File: src/hcpc_pkg.sv
package hcpc_pkg;
  localparam logic [7:0] HCPC_CFG_OFFSET     = 8'h0A;
  localparam int         HCPC_POS_UNLOCK     = 6;
  localparam int         HCPC_POS_POLARITY   = 5;
  localparam int         HCPC_POS_HICUR      = 4;
  localparam int         HCPC_POS_RSVD_HI    = 3;
  localparam int         HCPC_POS_RSVD_LO    = 2;
  localparam int         HCPC_POS_AUTO_DIS   = 1;
  localparam logic       HCPC_UNLOCK_RESET   = 1'b0;
  localparam logic [1:0] HCPC_RSVD_RESET     = 2'h0;
  localparam logic       HCPC_HICUR_RESET    = 1'b0;
  localparam logic       HCPC_AUTO_RESET     = 1'b0;
  localparam logic       HCPC_POL_RESET      = 1'b0;

  typedef enum logic [1:0] {
    HCPC_MODE_NONE,
    HCPC_MODE_CDP,
    HCPC_MODE_DCP,
    HCPC_MODE_AUTO
  } hcpc_mode_type;
endpackage

File: src/hcpc_config_reg.sv
`timescale 1ns/100ps
`default_nettype none
// What this block does
// on reset release the auto-mode strap level is caught into auto_charging_disable.
// auto mode is applied only to charging-enabled ports with upstream disconnected.
// with auto_charging_disable at 0 those ports run automatic charging mode.
// with auto_charging_disable at 1 those ports run only dedicated charging mode.
// with upstream connected every charging-enabled port runs charging-downstream mode.
// high_current_divider_enable mirrors its stored value only while unlock is 1, else the otp copy.
// on reset release the polarity strap is caught into power_switch_polarity.
module hcpc_config_reg
  import hcpc_pkg::*;
(
  input  wire logic       ref_clk,
  input  wire logic       rst,
  input  wire logic       autoChargingStrapPin,
  input  wire logic       powerPolarityStrapPin,
  input  wire logic       otpHighCurrentDivider,
  input  wire logic       upstreamConnected,
  input  wire logic [3:0] portChargingEnable,
  input  wire logic       cfgWrite,
  input  wire logic [7:0] cfgAddr,
  input  wire logic [7:0] cfgWdata,
  output var  logic [7:0] cfgRdata,
  output var  logic [3:0] portAutoMode,
  output var  logic [3:0] portDcpMode,
  output var  logic [3:0] portCdpMode,
  output var  logic [3:0] portDividerHigh,
  output var  logic       powerSwitchPolarity
);
  logic       autoStrapSync;
  logic       polStrapSync;
  logic       otpSync;
  logic       upSync;
  logic       inReset_reg;
  logic       unlock_reg;
  logic       polarity_reg;
  logic       hiCur_reg;
  logic [1:0] rsvd_reg;
  logic       autoDis_reg;
  logic       unlock_next;
  logic       polarity_next;
  logic       hiCur_next;
  logic [1:0] rsvd_next;
  logic       autoDis_next;
  wire        cfgSel;
  wire        cfgHit;
  wire  [7:0] regValue;
  wire  [7:0] rdValue;
  wire        hiCurEff;
  wire  [3:0] autoMask;
  wire  [3:0] dcpMask;
  wire  [3:0] cdpMask;
  wire  [3:0] divMask;
  hcpc_mode_type mode;

  // address decode shared by read and write paths
  function automatic logic addr_match(input logic [7:0] addr);
    return addr == HCPC_CFG_OFFSET;
  endfunction

  // enabled ports that sit in the wanted mode
  function automatic logic [3:0] port_mask
  (
    input hcpc_mode_type cur,
    input hcpc_mode_type want,
    input logic [3:0]    enable
  );
    return (cur == want) ? enable : 4'h0;
  endfunction

  // upstream link wins, then the disable bit
  function automatic hcpc_mode_type pick_mode
  (
    input logic upLink,
    input logic autoOff
  );
    if (upLink)
      return HCPC_MODE_CDP;
    else if (autoOff)
      return HCPC_MODE_DCP;
    else
      return HCPC_MODE_AUTO;
  endfunction

  // byte image, reserved ends tied low
  function automatic logic [7:0] pack_cfg
  (
    input logic       unlock,
    input logic       polarity,
    input logic       hiCur,
    input logic [1:0] rsvd,
    input logic       autoDis
  );
    logic [7:0] img;
    img                    = 8'h00;
    img[HCPC_POS_UNLOCK]   = unlock;
    img[HCPC_POS_POLARITY] = polarity;
    img[HCPC_POS_HICUR]    = hiCur;
    img[HCPC_POS_RSVD_HI:HCPC_POS_RSVD_LO] = rsvd;
    img[HCPC_POS_AUTO_DIS] = autoDis;
    return img;
  endfunction

  hcpc_sync uAutoSync
  (
    .ref_clk (ref_clk),
    .asyncIn (autoChargingStrapPin),
    .syncOut (autoStrapSync)
  );

  hcpc_sync uPolSync
  (
    .ref_clk (ref_clk),
    .asyncIn (powerPolarityStrapPin),
    .syncOut (polStrapSync)
  );

  hcpc_sync uOtpSync
  (
    .ref_clk (ref_clk),
    .asyncIn (otpHighCurrentDivider),
    .syncOut (otpSync)
  );

  hcpc_sync uUpSync
  (
    .ref_clk (ref_clk),
    .asyncIn (upstreamConnected),
    .syncOut (upSync)
  );

  assign cfgSel   = addr_match(cfgAddr);
  assign cfgHit   = cfgWrite && cfgSel;
  // locked divider bit follows otp copy
  assign hiCurEff = unlock_reg ? hiCur_reg : otpSync;
  assign regValue = pack_cfg(unlock_reg, polarity_reg, hiCurEff,
                             rsvd_reg, autoDis_reg);
  assign rdValue  = cfgSel ? regValue : 8'h00;

  // only charging-enabled ports get any mode
  assign mode     = pick_mode(upSync, autoDis_reg);
  assign autoMask = port_mask(mode, HCPC_MODE_AUTO,
                              portChargingEnable);
  assign dcpMask  = port_mask(mode, HCPC_MODE_DCP,
                              portChargingEnable);
  assign cdpMask  = port_mask(mode, HCPC_MODE_CDP,
                              portChargingEnable);
  assign divMask  = hiCurEff ? autoMask : 4'h0;

  // strap capture on first cycle after reset, else register writes
  always_comb
  begin
    unlock_next   = unlock_reg;
    polarity_next = polarity_reg;
    hiCur_next    = hiCur_reg;
    rsvd_next     = rsvd_reg;
    autoDis_next  = autoDis_reg;
    if (inReset_reg)
    begin
      autoDis_next  = autoStrapSync;
      polarity_next = polStrapSync;
    end
    else if (cfgHit)
    begin
      unlock_next   = cfgWdata[HCPC_POS_UNLOCK];
      polarity_next = cfgWdata[HCPC_POS_POLARITY];
      rsvd_next     = cfgWdata[HCPC_POS_RSVD_HI:HCPC_POS_RSVD_LO];
      autoDis_next  = cfgWdata[HCPC_POS_AUTO_DIS];
      if (unlock_reg)
      begin
        hiCur_next = cfgWdata[HCPC_POS_HICUR];
      end
    end
  end

  always_ff @(posedge ref_clk)
  begin
    if (rst)
    begin
      inReset_reg  <= 1'b1;
      unlock_reg   <= HCPC_UNLOCK_RESET;
      polarity_reg <= HCPC_POL_RESET;
      hiCur_reg    <= HCPC_HICUR_RESET;
      rsvd_reg     <= HCPC_RSVD_RESET;
      autoDis_reg  <= HCPC_AUTO_RESET;
    end
    else
    begin
      inReset_reg  <= 1'b0;
      unlock_reg   <= unlock_next;
      polarity_reg <= polarity_next;
      hiCur_reg    <= hiCur_next;
      rsvd_reg     <= rsvd_next;
      autoDis_reg  <= autoDis_next;
    end
  end

  always_ff @(posedge ref_clk)
  begin
    if (rst)
    begin
      cfgRdata            <= 8'h00;
      portAutoMode        <= 4'h0;
      portDcpMode         <= 4'h0;
      portCdpMode         <= 4'h0;
      portDividerHigh     <= 4'h0;
      powerSwitchPolarity <= 1'b0;
    end
    else
    begin
      cfgRdata            <= rdValue;
      portAutoMode        <= autoMask;
      portDcpMode         <= dcpMask;
      portCdpMode         <= cdpMask;
      portDividerHigh     <= divMask;
      powerSwitchPolarity <= polarity_reg;
    end
  end
endmodule // hcpc_config_reg
`default_nettype wire

File: src/hcpc_sync.sv
`timescale 1ns/100ps
`default_nettype none
module hcpc_sync
  import hcpc_pkg::*;
(
  input  wire logic ref_clk,
  input  wire logic asyncIn,
  output var  logic syncOut
);
  logic stage1_reg;

  // no reset: straps must settle while rst is still held
  always_ff @(posedge ref_clk)
  begin
    stage1_reg <= asyncIn;
    syncOut    <= stage1_reg;
  end
endmodule // hcpc_sync
`default_nettype wire
File: config.mk
export PLATFORM = sky130hd
export DESIGN_NAME = hcpc_config_reg
export DESIGN_NICKNAME = d
export VERILOG_FILES = /design/src/hcpc_pkg.sv /design/src/hcpc_config_reg.sv /design/src/hcpc_sync.sv
export SDC_FILE = /design/constraint.sdc
export NUM_CORES = 1
export LEC_CHECK = 0
export BUFFER_PORTS_ARGS = -buffer_cell sky130_fd_sc_hd__buf_2
export CAP_MARGIN = 30
export CORE_ASPECT_RATIO = 1.25
export CORE_MARGIN = 2
export CORE_UTILIZATION = 48
export CTS_CLUSTER_SIZE = 25
export DETAILED_ROUTE_END_ITERATION = 8
export PLACE_DENSITY_LB_ADDON = 0.3
export SKIP_LAST_GASP = 1
export SYNTH_ARGS = -nofsm -noshare
export SYNTH_HDL_FRONTEND = slang
export SYNTH_SLANG_ARGS = --single-unit
export TNS_END_PERCENT = 10
File: constraint.sdc
create_clock -name ref_clk -period 2.7 [get_ports ref_clk]
set_clock_uncertainty 0.1 [all_clocks]
set_input_delay 0 -clock ref_clk [delete_from_list [all_inputs] [get_ports ref_clk]]
set_output_delay 0 -clock ref_clk [all_outputs]
set_load 0.03 [all_outputs]
==> results.py <==
metrics = {
    "setup_path": {
        "critical_path_class": "in -> reg",
        "cp_max_fo": 6,
        "worstReg2RegStart": "inReset_reg$_DFF_P_",
        "endpoint_kind": "flip-flop",
        "worstRegToRegCells": 4,
        "crit_required_ns": 2.88,
        "worstPathArrival_ns": 2.40,
        "setup.worst_path.start": "cfgAddr[6]",
        "start_kind": "input port",
    },
    "clock_network": {
        "clock_sinks": 38,
        "cts_tree": "built",
        "clockRootBuffer": "clkbuf_4",
        "clk_pin_slew_ns": 0.10,
        "htreeDepth": 2,
        "cts_buffers": 5,
        "clockBufferDepth": 2,
        "clkLatencyLatePin_ns": 0.33,
    },
    "worst_hold_path": {
        "hold_class": "in -> reg",
        "worstHoldStart": "cfgWrite",
        "min_delay_path_depth": 3,
    },
    "sta": {
        "holdWs_ns": 0.0354,
        "hold_violations": 0,
        "fmaxAchievable_mhz": 450,
        "slew_headroom_pct": 46.8,
        "rsz0062_at_grt": "no",
        "period_needed_ns": 2.22,
        "setup_viol": 0,
        "period_share_pct": 82.2,
        "drv_slew": 0,
        "fin_tns_setup_ns": 0,
        "tightest_slew_ns": 0.790,
    },
    "grt": {
        "grt_max_degree": 14,
        "antenna_found_initial": 0,
        "grt_pass1_vias": 915,
        "grt_overflow_total": 0,
        "grtUsageTotal_pct": 17.4,
        "grt_first_pass_wirelength_um": 3700,
    },
    "logic_synthesis": {
        "synth_area_per_cell_um2": 11.6,
        "netlist_area_um2": 1180,
        "yosysTopAreaCell": "dfxtp_1",
        "yosysTopAreaCellShare_pct": 64.5,
        "netlist_top_cells_area": "dfxtp_1, and2_1, o31ai_1",
        "syn_inst": 102,
        "ys_seq_area_share_pct": 64.5,
        "ys_warn_count": 0,
        "ys_seq_elements": 38,
        "synth_top_flop_cell": "dfxtp_1",
        "synth-edff-count": 0,
        "netlist_top_cells_count": "dfxtp_1, and2_1, o31ai_1",
        "yosys.cell_count.top_type": "dfxtp_1",
        "synth-async-reset-ratio_pct": 0,
        "yosys.cell_types.count": 24,
    },
    "power": {
        "clkPwrFrac_pct": 29.8,
        "p_sw_share_pct": 22.5,
        "seqPwrFrac_pct": 60.3,
        "p_switching_mw": 0.218,
        "ir_worst_vdd_mv": 0.468,
        "total_leakage_power_nw": 0.803,
        "p_per_area_nw_per_um2": 559,
        "p_total_mw": 0.968,
        "p_int_mw": 0.750,
        "comb_power_share_pct": 9.9,
    },
    "detailed_routing": {
        "drt_iter0_markers": 28,
        "viasPerCell": 4.67,
        "firstDrtPassIters": 4,
        "routed_wl_um": 2400,
        "drc": 0,
        "postRouteAntennaNets": 0,
        "wl_per_cell_um": 11.4,
        "num_vias": 986,
    },
    "outcome": {
        "status": "finished clean",
    },
    "floorplan": {
        "die_w_um": 48.3,
        "core_area_um2": 2380,
        "ios": 52,
        "initial_core_util_pct": 49.6,
        "num_rows": 20,
        "die_h_um": 59.4,
        "die_area_um2": 2870,
    },
    "place": {
        "dp.cells": 178,
        "io_buffers": 47,
        "hpwl_um": 1450,
        "gp_congestion": 0.719,
    },
    "finish": {
        "largest_reg_flops": 6,
        "final_layout_size_suffix_gt1_share_pct": 33.1,
        "final_cells": 211,
        "largest_register": "cfgRdata",
        "area_growth_pct": 46.9,
        "diodes": 0,
        "nets": 204,
    },
    "run": {
        "timing.max_cap.violations": 0,
    },
}
-- power by group through the flow --
stage / Clock [mW] / Sequential, mW / Combinational (mW)
after floorplan: 0 / 0.612 / 0.0276
after global placement: 0 / 0.597 / 0.0721
after detailed placement: 0 / 0.597 / 0.0730
after CTS: 0.299 / 0.584 / 0.0925
after global routing: 0.325 / 0.586 / 0.104
final: 0.288 / 0.584 / 0.0960
-- cell type report --
| type | instances | area (um^2) |
|---|---|---|
| multi-input combinational | 56 | 377 |
| fill | 170 | 646 |
| clock buffer | 7 | 55.1 |
| timing repair buffer | 72 | 478 |
| sequential | 38 | 761 |
| tap | 33 | 41.3 |
| clock inverter | 1 | 5.00 |
| inverter | 4 | 15.0 |
-- worst max-delay path, stage by stage --
cell,delay (ns)
dlygate4sd3_1,0.53
buf_2,0.12
or4_4,0.52
or4_1,0.52
a21oi_2,0.15
dlygate4sd3_1,0.55
-- metrics by stage --
stage	setup slack, ns	util [%]	area (um^2)
after floorplan	1.29	-	1180
after global placement	1.21	59.9	1430
after detailed placement	1.20	59.9	1430
after CTS	0.0491	72.2	1720
after global routing	0.352	72.8	1730
final	0.479	72.8	1730
-- final timing paths --
path	to	slack [ns]
worst max-delay path	hiCur_reg$_SDFFE_PP0P_	0.48
worst min-delay path	autoDis_reg$_SDFFE_PP0P_	0.04
worst max register to register	hiCur_reg$_SDFFE_PP0P_	0.84
worst min register to register	uOtpSync.syncOut$_DFF_P_	0.23
-- cells by family after synthesis --
group	after synthesis	share of synthesized area [%]
mux	1	0.849
other cells	1	0.318
flops	38	64.5
simple gates	39	21.7
compound gates	14	8.49
buf+inv	9	4.14
-- placed cells by master (no fill, tap or decap) --
cell type / count
nor3_1: 2
a21oi_2: 1
nand2b_1: 1
or4_1: 1
o31ai_1: 6
and3_1: 4
buf_2: 47
clkinv_2: 1
clkbuf_8: 1
mux2i_1: 1
nor2_1: 1
inv_1: 4
clkbuf_1: 1
and2_1: 17
nand4bb_1: 1
a21oi_1: 3
clkbuf_4: 5
nand4_1: 3
a41oi_1: 2
a221oi_1: 2
or4_4: 1
dfxtp_1: 38
nor4bb_1: 1
dlygate4sd3_1: 22
buf_4: 3
nand3b_1: 1
nor2b_1: 4
nor4_1: 2
conb_1: 2
-- timing repair --
| action | 4_1_cts | 5_1_grt |
|---|---|---|
| hold endpoints to repair | 29 | 0 |
| gates resized for setup | 0 | 1 |
| buffers inserted | 0 | 3 |
| setup endpoints to repair | 0 | 1 |
| hold buffers | 23 | 0 |
-- per-layer routing --
layer	global-route usage [%]	part of all wire [%]	up-vias
li1	-	-	507
met1	17.4	41	439
met2	29.6	51	34
met3	7.83	6.1	6
met4	11.4	1.7	0
met5	0	0	-
No activity file was read; power rests on OpenSTA's default activity.
